$ cat src/logic/tfcpa_pkg.sv
// tfcpa_pkg: register map, field positions, encodings and carriers for the
// timer flag, channel value and pulse accumulator block.
// assumes one bus clock and a plain register port addressed by word index.
package tfcpa_pkg;

  localparam int NUM_CH = 4;

  // register indices on the plain port
  localparam logic [3:0] ADDR_SYS_ONE = 4'h0;
  localparam logic [3:0] ADDR_SYS_TWO = 4'h1;
  localparam logic [3:0] ADDR_CH_MODE = 4'h2;
  localparam logic [3:0] ADDR_CAP_EDGE = 4'h3;
  localparam logic [3:0] ADDR_COUNTER = 4'h4;
  localparam logic [3:0] ADDR_FLAGS_TWO = 4'h5;
  localparam logic [3:0] ADDR_ACC_CTRL = 4'h6;
  localparam logic [3:0] ADDR_ACC_FLAG = 4'h7;
  localparam logic [3:0] ADDR_CH_VALUE = 4'h8;
  localparam logic [3:0] ADDR_ACC_COUNT = 4'hc;

  // field positions
  localparam int SYS_ONE_TIMER_EN = 7;
  localparam int SYS_ONE_FAST_CLR = 4;
  localparam int SYS_TWO_OVF_IRQ_EN = 7;
  localparam int SYS_TWO_RST_CH3 = 3;
  localparam int SYS_TWO_PRE_LSB = 0;
  localparam int FLAGS_OVF = 7;
  localparam int ACC_ENABLE = 6;
  localparam int ACC_MODE = 5;
  localparam int ACC_EDGE = 4;
  localparam int ACC_CLK_LSB = 2;
  localparam int ACC_FLAG_INPUT = 0;

  // writable bits; the rest read as zero
  localparam logic [7:0] SYS_ONE_MASK = 8'h90;
  localparam logic [7:0] SYS_TWO_MASK = 8'h8f;
  localparam logic [7:0] FLAGS_TWO_MASK = 8'h8f;
  localparam logic [7:0] ACC_CTRL_MASK = 8'h7c;

  localparam logic [15:0] COUNT_MAX = 16'hffff;
  localparam logic [7:0] ACC_BYTE_MAX = 8'hff;
  localparam logic [5:0] DIV64_LAST = 6'h3f;
  localparam logic [6:0] PRE_ALL_ONES = 7'h7f;

  typedef enum logic [1:0] {
    CLK_PRESCALER = 2'b00,
    CLK_ACCUM = 2'b01,
    CLK_ACCUM_256 = 2'b10,
    CLK_ACCUM_65536 = 2'b11
  } tfcpa_clk_sel_type;

  typedef enum logic [1:0] {
    CAP_OFF = 2'b00,
    CAP_RISE = 2'b01,
    CAP_FALL = 2'b10,
    CAP_ANY = 2'b11
  } tfcpa_cap_edge_type;

  typedef struct packed {
    logic wr;
    logic rd;
    logic [3:0] addr;
    logic [15:0] wdata;
  } tfcpa_bus_type;

  typedef struct packed {
    logic [3:0] ch_s1;
    logic [3:0] ch_s2;
    logic [3:0] ch_s3;
    logic acc_s1;
    logic acc_s2;
    logic acc_s3;
    logic [7:0] sys_one;
    logic [7:0] sys_two;
    logic [3:0] ch_mode;
    logic [7:0] cap_edge;
    logic [15:0] counter;
    logic [6:0] prescale;
    logic [7:0] flags_two;
    logic [7:0] acc_ctrl;
    logic acc_flag;
    logic [15:0] acc_count;
    logic [3:0][15:0] ch_value;
    logic [15:0] rd_data;
    logic irq;
    logic [3:0] match;
  } tfcpa_state_type;

  localparam tfcpa_state_type STATE_RESET = '0;

endpackage : tfcpa_pkg

$ cat src/logic/tfcpa_top.sv
// tfcpa_top: overflow and channel flags, channel capture/compare values,
// pulse accumulator and counter clock selection of a 4-channel timer.
// assumes the bus master keeps strobes one cycle long and never both at
// once; pins arrive asynchronously and are synchronised here.
//
// How it works
// - counter wrap to zero sets overflow flag
// - interrupt while overflow flag and enable set
// - overflow flag: write one clears, zero keeps
// - no overflow flag when channel3 all-ones reset
// - set overflow flag never blocks later overflows
// - capture or compare event sets channel flag
// - channel flag: write one clears, zero keeps
// - fast clear: counter access clears flag register
// - capture copies counter into channel value
// - compare channel holds software written value
// - writes to capture channel value are ignored
// - accumulator enable bit six
// - event counting ignores timer enable
// - bit five picks gated or event mode
// - edge select picks counted input edge
// - gated: level gates div64, trailing edge flags
// - div64 clock from prescaler, only when running
// - clock select: prescaler, accum, /256, /65536
// - clock select change acts at once
// - accumulator off forces prescaler counter clock
// - overflow interrupt enable bit seven
// - counter reset on channel3 compare match
//
// Design decisions made here: the strobed register port and the address map.
`timescale 1ns/1ps
`default_nettype none

module tfcpa_top (
  input wire logic I_CLK,
  input wire logic I_RST_N,
  input wire tfcpa_pkg::tfcpa_bus_type I_BUS,
  input wire logic [3:0] I_CH_PIN,
  input wire logic I_ACCUM_PIN,
  output logic [15:0] O_RD_DATA,
  output logic O_IRQ,
  output logic [3:0] O_CH_MATCH
);
  import tfcpa_pkg::*;

  tfcpa_state_type q;
  tfcpa_state_type d;

  logic timer_en;
  logic fast_clr_en;
  logic rst_on_ch3;
  logic acc_en;
  logic acc_gated;
  logic acc_edge;
  tfcpa_clk_sel_type clk_sel;
  logic [7:0] pre_span;
  logic [6:0] pre_mask;
  logic pre_tick;
  logic div64_tick;
  logic acc_rise;
  logic acc_fall;
  logic acc_sel_edge;
  logic gate_open;
  logic acc_tick;
  logic acc_tick_256;
  logic acc_tick_65536;
  logic cnt_src;
  logic cnt_tick;
  logic ch3_reset;
  logic ovf_suppress;
  logic ovf_event;
  logic [15:0] cnt_next;
  logic [3:0] ch_rise;
  logic [3:0] ch_fall;
  logic [3:0] cap_event;
  logic [3:0] cmp_event;
  logic [3:0] ch_event;
  logic cnt_access;
  logic fast_clr;
  logic ch_page;
  logic [1:0] ch_idx;

  ////////////////////////////////////////////////////////////////////////
  // next state

  always_comb begin
    d = q;
    d.match = 4'h0;
    d.rd_data = 16'h0000;

    // pins pass three flops; only the second and later stages are read
    d.ch_s1 = I_CH_PIN;
    d.ch_s2 = q.ch_s1;
    d.ch_s3 = q.ch_s2;
    d.acc_s1 = I_ACCUM_PIN;
    d.acc_s2 = q.acc_s1;
    d.acc_s3 = q.acc_s2;

    timer_en = q.sys_one[SYS_ONE_TIMER_EN];
    fast_clr_en = q.sys_one[SYS_ONE_FAST_CLR];
    rst_on_ch3 = q.sys_two[SYS_TWO_RST_CH3];
    acc_en = q.acc_ctrl[ACC_ENABLE];
    acc_gated = q.acc_ctrl[ACC_MODE];
    acc_edge = q.acc_ctrl[ACC_EDGE];
    clk_sel = tfcpa_clk_sel_type'(q.acc_ctrl[ACC_CLK_LSB +: 2]);

    // prescaler: divisor is two to the power of the select field
    pre_span = 8'h01 << q.sys_two[SYS_TWO_PRE_LSB +: 3];
    pre_mask = 7'(pre_span - 8'h01);
    pre_tick = timer_en && ((q.prescale | ~pre_mask) == PRE_ALL_ONES);
    div64_tick = timer_en && (q.prescale[5:0] == DIV64_LAST);
    d.prescale = timer_en ? 7'(q.prescale + 7'h01) : 7'h00;

    // accumulator clock, built from the synchronised input and, in gated mode, the div64 tick
    acc_rise = q.acc_s2 && !q.acc_s3;
    acc_fall = !q.acc_s2 && q.acc_s3;
    acc_sel_edge = acc_edge ? acc_rise : acc_fall;
    gate_open = acc_edge ? !q.acc_s2 : q.acc_s2;
    // event mode does not look at the timer enable at all
    if (acc_gated) begin
      acc_tick = acc_en && gate_open && div64_tick;
    end else begin
      acc_tick = acc_en && acc_sel_edge;
    end
    acc_tick_256 = acc_tick && (q.acc_count[7:0] == ACC_BYTE_MAX);
    acc_tick_65536 = acc_tick && (q.acc_count == COUNT_MAX);
    if (acc_tick) begin
      d.acc_count = q.acc_count + 16'h0001;
    end

    // counter clock source, taken straight from the live select bits
    unique case (clk_sel)
      CLK_PRESCALER: cnt_src = pre_tick;
      CLK_ACCUM: cnt_src = acc_tick;
      CLK_ACCUM_256: cnt_src = acc_tick_256;
      CLK_ACCUM_65536: cnt_src = acc_tick_65536;
    endcase
    if (!acc_en) begin
      cnt_src = pre_tick;
    end
    cnt_tick = timer_en && cnt_src;

    // free-running counter
    ch3_reset = rst_on_ch3 && q.ch_mode[3] && (q.counter == q.ch_value[3]);
    cnt_next = ch3_reset ? 16'h0000 : q.counter + 16'h0001;
    ovf_suppress = rst_on_ch3 && (q.ch_value[3] == COUNT_MAX);
    ovf_event = cnt_tick && (q.counter == COUNT_MAX) && !ovf_suppress;
    if (cnt_tick) begin
      d.counter = cnt_next;
    end

    // channel events
    ch_rise = q.ch_s2 & ~q.ch_s3;
    ch_fall = ~q.ch_s2 & q.ch_s3;
    for (int i = 0; i < NUM_CH; i++) begin
      unique case (tfcpa_cap_edge_type'(q.cap_edge[2 * i +: 2]))
        CAP_OFF: cap_event[i] = 1'b0;
        CAP_RISE: cap_event[i] = ch_rise[i];
        CAP_FALL: cap_event[i] = ch_fall[i];
        CAP_ANY: cap_event[i] = ch_rise[i] || ch_fall[i];
      endcase
      cap_event[i] = cap_event[i] && !q.ch_mode[i];
      cmp_event[i] = q.ch_mode[i] && cnt_tick && (cnt_next == q.ch_value[i]);
    end
    ch_event = cap_event | cmp_event;
    d.match = cmp_event;

    // register writes come first so that hardware sets below win
    cnt_access = (I_BUS.wr || I_BUS.rd) && (I_BUS.addr == ADDR_COUNTER);
    fast_clr = fast_clr_en && cnt_access;
    ch_page = I_BUS.addr[3:2] == ADDR_CH_VALUE[3:2];
    ch_idx = I_BUS.addr[1:0];
    if (fast_clr) begin
      d.flags_two = 8'h00;
    end
    if (I_BUS.wr) begin
      unique case (I_BUS.addr)
        ADDR_SYS_ONE: d.sys_one = I_BUS.wdata[7:0] & SYS_ONE_MASK;
        ADDR_SYS_TWO: d.sys_two = I_BUS.wdata[7:0] & SYS_TWO_MASK;
        ADDR_CH_MODE: d.ch_mode = I_BUS.wdata[3:0];
        ADDR_CAP_EDGE: d.cap_edge = I_BUS.wdata[7:0];
        ADDR_FLAGS_TWO: begin
          // one clears, zero leaves the bit alone
          d.flags_two = d.flags_two & ~(I_BUS.wdata[7:0] & FLAGS_TWO_MASK);
        end
        ADDR_ACC_CTRL: d.acc_ctrl = I_BUS.wdata[7:0] & ACC_CTRL_MASK;
        ADDR_ACC_FLAG: begin
          if (I_BUS.wdata[ACC_FLAG_INPUT]) begin
            d.acc_flag = 1'b0;
          end
        end
        ADDR_ACC_COUNT: d.acc_count = I_BUS.wdata;
        default: begin
          if (ch_page && q.ch_mode[ch_idx]) begin
            d.ch_value[ch_idx] = I_BUS.wdata;
          end
        end
      endcase
    end

    // hardware sets; an already set flag never masks a new event
    if (ovf_event) begin
      d.flags_two[FLAGS_OVF] = 1'b1;
    end
    d.flags_two[3:0] = d.flags_two[3:0] | ch_event;
    for (int i = 0; i < NUM_CH; i++) begin
      if (cap_event[i]) begin
        d.ch_value[i] = q.counter;
      end
    end
    // the counted edge doubles as the trailing edge of the gate
    if (acc_en && acc_sel_edge) begin
      d.acc_flag = 1'b1;
    end

    d.irq = d.flags_two[FLAGS_OVF] && d.sys_two[SYS_TWO_OVF_IRQ_EN];

    // read data stands only in the cycle after the strobe
    if (I_BUS.rd) begin
      unique case (I_BUS.addr)
        ADDR_SYS_ONE: d.rd_data = {8'h00, q.sys_one};
        ADDR_SYS_TWO: d.rd_data = {8'h00, q.sys_two};
        ADDR_CH_MODE: d.rd_data = {12'h000, q.ch_mode};
        ADDR_CAP_EDGE: d.rd_data = {8'h00, q.cap_edge};
        ADDR_COUNTER: d.rd_data = q.counter;
        ADDR_FLAGS_TWO: d.rd_data = {8'h00, q.flags_two};
        ADDR_ACC_CTRL: d.rd_data = {8'h00, q.acc_ctrl};
        ADDR_ACC_FLAG: d.rd_data = {15'h0000, q.acc_flag};
        ADDR_ACC_COUNT: d.rd_data = q.acc_count;
        default: begin
          if (ch_page) begin
            d.rd_data = q.ch_value[ch_idx];
          end
        end
      endcase
    end
  end

  ////////////////////////////////////////////////////////////////////////
  // state register

  always_ff @(posedge I_CLK or negedge I_RST_N) begin
    if (!I_RST_N) begin
      q <= STATE_RESET;
    end else begin
      q <= d;
    end
  end

  assign O_RD_DATA = q.rd_data;
  assign O_IRQ = q.irq;
  assign O_CH_MATCH = q.match;

  logic wr_flags;
  logic wr_acc_count;
  assign wr_flags = I_BUS.wr && (I_BUS.addr == ADDR_FLAGS_TWO);
  assign wr_acc_count = I_BUS.wr && (I_BUS.addr == ADDR_ACC_COUNT);
endmodule : tfcpa_top

`default_nettype wire

$ cat config.mk
export PLATFORM = sky130hd
export DESIGN_NAME = tfcpa_top
export DESIGN_NICKNAME = d
export VERILOG_FILES = /design/src/logic/tfcpa_pkg.sv /design/src/logic/tfcpa_top.sv
export SDC_FILE = /design/constraint.sdc
export NUM_CORES = 1
export LEC_CHECK = 0
export ABC_AREA = 1
export BUFFER_PORTS_ARGS = -buffer_cell sky130_fd_sc_hd__buf_2
export CORE_MARGIN = 1
export CORE_UTILIZATION = 50
export CTS_CLUSTER_SIZE = 28
export DETAILED_ROUTE_END_ITERATION = 12
export PLACE_DENSITY = 0.67
export SETUP_SLACK_MARGIN = 0.05
export SYNTH_ARGS = -nofsm -noshare
export SYNTH_HDL_FRONTEND = slang
export SYNTH_SLANG_ARGS = --single-unit
$ cat constraint.sdc
create_clock -name I_CLK -period 5 [get_ports I_CLK]
set_clock_uncertainty 0.15 [all_clocks]
set_input_delay 0.5 -clock I_CLK [delete_from_list [all_inputs] [get_ports I_CLK]]
set_output_delay 0.5 -clock I_CLK [all_outputs]
set_load 0.02 [all_outputs]
== Word-level counts from Yosys, hierarchy flattened ==
Cells that the tools add are included.
Storage, ports and cells
  bits in registers: 172
  input bits: 29
  word-level logic and storage cells: 193
Operators by class
  bitwise operators: 10
  equality and inequality tests: 39
  shifts and indexed selects: 1
  add/sub/neg operators: 4
  reductions and logical operators: 72
  muxes and demuxes: 41
  order comparisons: 2
Operators by type and width (number)
  $mux W16: 11
  $pmux W16 S9: 1
  $mux W64: 2
  $mux W97: 1
  $eq A16 B16 Y1: 5
  $bwmux W64: 1
  $eq A16 B16 Y1 const B: 3
  $add A16 B1 Y16 const B: 2
  $bmux W16 S2: 1
  $demux W16 S2: 1
  $logic_and A1 B1 Y1: 32
  $mux W8: 4
  $eq A2 B2 Y1 const B: 11
  $reduce_bool A2 Y1: 11
  $mux W20: 1
  $pmux W1 S4: 5
  $eq A4 B3 Y1 const B: 4
  $reduce_and A3 Y1: 5
  $mux W7: 2
  $eq A2 B1 Y1 const B: 5
  $logic_not A2 Y1: 5
  $reduce_and A2 Y1: 5
  $mux W1: 9
  $and A4 B4 Y4: 2
  24 further kinds: 40

== Longest topological paths before layout ==
  depth in word-level cells: 13
  gate-level depth with buffers: 17
  gate-level depth less buffers: 17

== Worst setup path before layout ==
OpenSTA, ideal clock, no wires.
  path kind: reg2reg
  start: register q[125] (netlist name)
  end: register q[110] (netlist name)
  data arrival time: 1868 ps
  stages on the path, launching flop included: 15
  period minus slack after synthesis: 2083 ps
  setup slack: 2917 ps
  required time: 4785 ps
  setup time: 65 ps
  cell sequence: dfrtp_1 ha_1 nand2_1 nor2_1 inv_1 nor2_4 xor2_2 nand2_1 nand2_1 nand2_1 nor2_1 nand2_1 nor2_1 nand3_1 nand2_1
RTL lines
  from (decl): line tfcpa_top.sv:46  | tfcpa_state_type q;
  from (signal assigned): line tfcpa_top.sv:244  | q <= STATE_RESET;
  from (signal assigned): line tfcpa_top.sv:246  | q <= d;

== Worst setup path in the final report ==
  start: register q, in the netlist d[174]
  end: register q[58] (netlist name)
Between the ends
  cells in the longest elaborated chain, start to end: 7
  elaborated cells between the ends (all ways): 11
RTL lines
  $not A4 Y4: line tfcpa_top.sv:154  | ch_fall = ~q.ch_s2 & q.ch_s3;
  $and A4 B4 Y4: line tfcpa_top.sv:154
  $logic_or A1 B1 Y1: line tfcpa_top.sv:160  | CAP_ANY: cap_event[i] = ch_rise[i] || ch_fall[i];
  $pmux W1 S4 (*): line tfcpa_top.sv:156  | unique case (tfcpa_cap_edge_type'(q.cap_edge[2 * i +: 2]))
  $logic_and A1 B1 Y1 (*): line tfcpa_top.sv:162  | cap_event[i] = cap_event[i] && !q.ch_mode[i];
  $ne A2 B1 Y1 (no source line) / $reduce_bool A2 Y1 (equally long branches)
  $reduce_and A3 Y1 (no source line)
Mark *: on every way between the ends. The rest lies on a longest branch, timed or not.
A chain may end at the register's enable or synchronous reset.

==> metrics <==
total grt overflow=0; Compound-Gate Fraction of Synth Area=15.8%; number of placement rows=52; number of hold violations in the final report=0; Net count, final=1483; Worst slew margin=10.3%; LEAKAGE=5.56 nW; largest net degree at the start of global routing=101; critical-path maximum fanout=33; worst path arrival time=3520 ps; number of enable flip-flop cells after synthesis=0; DRC viols=0; xor and xnor area share after synthesis=2.85%; number of global-route vias before repair=9858; Clock Tree Root=sky130_fd_sc_hd__clkbuf_16; Reg-to-Reg Start=d[174]; effective utilization at floorplan=51.0%; Layout fillers=1978; number of buffers created by CTS=17; count of routing violations after the opening detailed-route iteration=1383; endpoints failing setup=0; post-synthesis instance area=10400 sq um; number of detailed-routing iterations run before antenna repair=8; Setup Crit Path Kind=reg2reg; proportion of synthesized area in mux cells=0.290%; area of the die=21300 sq um; remaining number of nets flagged by the antenna check after routing=0; postcts setup bufs=0; number of buffers inserted for hold repair after clock tree synthesis=3; Worst Hold Depth=3; fraction of the cycle the final worst path needs=67.9%; async set-reset flop share out of synthesis=100%; final weighted congestion of routability-driven global placement=1.04; Core Area=20300 sq um; TritonCTS clock tree=done; Unique masters post-synth=45; Worst EP required=5130 ps; quantity of gates resized following cts=0; pin slew with the least headroom to its limit=1350 ps; main combinational cell family by area after synthesis=simple AND/OR/NAND/NOR gates; Synth Net Count=1475; number of warnings printed during yosys synthesis=0; number of cells in the design after placement=1688; Max VDD drop=0.242 mV; number of antenna violations at the first check in global routing=0; worst reg-to-reg path cell count=7; Clock Pin Slew Worst Setup and Hold Paths=80 ps; min-delay worst type=in2reg; sort of element at the end of the critical path=flop; Simple-Gate Fraction of Synth Area=29.2%; worst setup slack for register-to-register paths=1600 ps; half-perimeter wire length of the detailed placement result=28700 microns; Critical R2R Capture=q[58]; Clock Latency Late Sink=450 ps; number of levels the H-tree was split into=4; Hold Path Origin=I_BUS[8]; maximum clock path buffer count=2; Port Buffer Count=49; setup repair after global routing missed its margin=no; total detailed-routing wirelength=38000 microns; overall routing resource usage=36.9%; highest attainable clock frequency=0.294 GHz; wire length of the first global-routing pass=58800 microns; overall via count from detail_route=10.4k; syn_area_per_cell=7.22 sq um; TNS Setup=0 ps; sequential-to-total area share from yosys stat=40.8%; growth of design area from synthesis to finish=9.18%; Primary FF master, synth=sky130_fd_sc_hd__dfrtp_1; Via density=6.04; proportion of layout cells with a drive suffix above 1=8.04%; Hold Path Sink=q[93]; number of register bits inferred by synthesis=169; non-filler instance count after layout=1726; I/O Pins=50; total power divided by cell area=426 nW/um^2; number of clock sinks seen by CTS=169; DR WL/cell=22.0 microns; number of max-cap violations=0; number of diodes added for antenna fixing=0; gate count of the mapped netlist=1435; die boundary width=146 microns; min Tclk post-route=3400 ps; max-slew violation total from the final report=0; type of origin of the critical path=flop; outcome=finished clean; adder-cell share of the synthesized area=1.33%; die extent in y=146 microns
## synth_stat cells, types with 2 or more instances
library cell / n / share of area [%]
sky130_fd_sc_hd__nand2_1: 430 / 16
sky130_fd_sc_hd__dfrtp_1: 169 / 41
sky130_fd_sc_hd__inv_1: 152 / 5.5
sky130_fd_sc_hd__nor2_1: 133 / 4.8
sky130_fd_sc_hd__o21ai_0: 101 / 4.9
sky130_fd_sc_hd__nand3_1: 65 / 3.1
sky130_fd_sc_hd__a21oi_1: 55 / 2.7
sky130_fd_sc_hd__clkbuf_1: 33 / 1.2
sky130_fd_sc_hd__o221ai_1: 31 / 2.6
sky130_fd_sc_hd__xor2_1: 28 / 2.4
sky130_fd_sc_hd__nor3_1: 27 / 1.3
sky130_fd_sc_hd__nand4_1: 26 / 1.6
sky130_fd_sc_hd__nand3b_1: 23 / 1.7
sky130_fd_sc_hd__buf_4: 21 / 1.5
sky130_fd_sc_hd__o211ai_1: 21 / 1.5
sky130_fd_sc_hd__buf_2: 20 / 0.97
sky130_fd_sc_hd__o2111ai_1: 12 / 1.0
sky130_fd_sc_hd__ha_1: 11 / 1.3
sky130_fd_sc_hd__inv_2: 10 / 0.36
sky130_fd_sc_hd__a221oi_1: 9 / 0.76
sky130_fd_sc_hd__o22ai_1: 8 / 0.48
sky130_fd_sc_hd__nand2_2: 7 / 0.42
sky130_fd_sc_hd__a22oi_1: 6 / 0.43
sky130_fd_sc_hd__a31oi_1: 3 / 0.18
sky130_fd_sc_hd__mux2i_1: 3 / 0.29
sky130_fd_sc_hd__nor4_1: 3 / 0.18
sky130_fd_sc_hd__a2111oi_0: 2 / 0.17
sky130_fd_sc_hd__a311oi_1: 2 / 0.17
sky130_fd_sc_hd__a32oi_1: 2 / 0.17
sky130_fd_sc_hd__buf_1: 2 / 0.073
sky130_fd_sc_hd__nor2_4: 2 / 0.22
sky130_fd_sc_hd__o21a_1: 2 / 0.14
sky130_fd_sc_hd__o21bai_1: 2 / 0.14
sky130_fd_sc_hd__xnor2_1: 2 / 0.17
sky130_fd_sc_hd__xor2_2: 2 / 0.31
## cell usage in the layout (no fill, tap or decap), types with 8 or more instances in the layout
cell and n:
sky130_fd_sc_hd__clkbuf_16 17, sky130_fd_sc_hd__buf_4 10, sky130_fd_sc_hd__o2111ai_1 12, sky130_fd_sc_hd__inv_2 10
sky130_fd_sc_hd__a221oi_1 9, sky130_fd_sc_hd__ha_1 11, sky130_fd_sc_hd__o22ai_1 8, sky130_fd_sc_hd__o221ai_1 31
sky130_fd_sc_hd__buf_2 48, sky130_fd_sc_hd__dfrtp_1 169, sky130_fd_sc_hd__xor2_1 28, sky130_fd_sc_hd__o21ai_0 100
sky130_fd_sc_hd__nand3b_1 23, sky130_fd_sc_hd__nand4_1 26, sky130_fd_sc_hd__nand3_1 65, sky130_fd_sc_hd__o211ai_1 21
sky130_fd_sc_hd__nor2_1 133, sky130_fd_sc_hd__inv_1 152, sky130_fd_sc_hd__nor3_1 27, sky130_fd_sc_hd__nand2_1 430
sky130_fd_sc_hd__a21oi_1 55
## state kept, by name, summed over array words and instances (netlist names)
| name | count |
|---|---|
| acc_edge | 1 |
| acc_en | 1 |
| clk_sel | 2 |
| O_CH_MATCH | 4 |
| O_RD_DATA | 16 |
| q | 132 |
| d | 10 |
| O_IRQ | 1 |
| acc_gated | 1 |
| fast_clr_en | 1 |
## cells by family (layout without fill, tap and decap cells)
group | after synthesis | after routing
AO/OA/AOI/OAI | 261 | 261
adder cells (fa/ha/maj) | 11 | 11
flip-flops | 169 | 169
XOR/XNOR | 32 | 32
buffers and inverters | 240 | 261
multiplexers | 3 | 3
AND/OR/NAND/NOR | 719 | 719
## critical path: stages (launching register included)
cell and delay, ps:
sky130_fd_sc_hd__dfrtp_1 410, sky130_fd_sc_hd__ha_1 280, sky130_fd_sc_hd__o21ai_0 270, sky130_fd_sc_hd__nand2_1 730, sky130_fd_sc_hd__nand2_1 960, sky130_fd_sc_hd__inv_1 210
sky130_fd_sc_hd__nand2_1 100, sky130_fd_sc_hd__o211ai_1 100
## power by group
| part | internal, mW | switching [mW] | leakage, nW | total, mW |
|---|---|---|---|---|
| logic | 0.480 | 1.02 | 3.10 | 1.50 |
| registers | 1.63 | 0.346 | 2.16 | 1.97 |
| clock network | 0.676 | 0.673 | 0.294 | 1.35 |
## layer usage
| layer | share of wire [%] | GRT usage [%] | vias up |
|---|---|---|---|
| met3 | 10 | 8.12 | 131 |
| li1 | - | - | 4739 |
| met2 | 43 | 54.6 | 679 |
| met1 | 42 | 51.2 | 4876 |
| met4 | 5.0 | 18.0 | 0 |
| met5 | 0 | 0 | - |
## per-stage QoR
step | util [%] | hold WS [ps] | instance area, sq um | worst slack (ps) | power, mW
global route | 55.7 | 123 | 11300 | 1340 | 5.08
CTS | 55.6 | 0.0812 | 11300 | 1730 | 4.76
global placement | 52.4 | 183 | 10600 | 1580 | 3.41
floorplan | - | 54.4 | 10400 | 2920 | 2.89
finish | 55.7 | 122 | 11300 | 1600 | 4.82
detailed placement | 52.4 | 186 | 10600 | 1520 | 3.42
## how the worst max path moves through the flow
| stage | cells after the start | slack (ps) | to | from |
|---|---|---|---|---|
| after global placement | 13 | 1580 | q[22] | I_BUS[17] |
| after detailed placement | 13 | 1520 | q[23] | I_BUS[17] |
| after global routing | 7 | 1340 | q[59] | d[174] |
| final | 7 | 1600 | q[58] | d[174] |
| after CTS | 7 | 1730 | q[58] | d[174] |
| after floorplan | 14 | 2920 | q[110] | q[125] |
## layout make-up
| class | count | area [sq um] | area share, % |
|---|---|---|---|
| clock buffer | 17 | 425 | 3.76 |
| clock inverter | 15 | 178 | 1.57 |
| inverter | 163 | 612 | 5.41 |
| multi-input combinational | 1026 | 5120 | 45.3 |
| sequential | 169 | 4230 | 37.4 |
| tap | 270 | 338 | 2.99 |
| timing repair buffer | 66 | 407 | 3.60 |
Note: power is estimated with default switching activity, not from simulation.
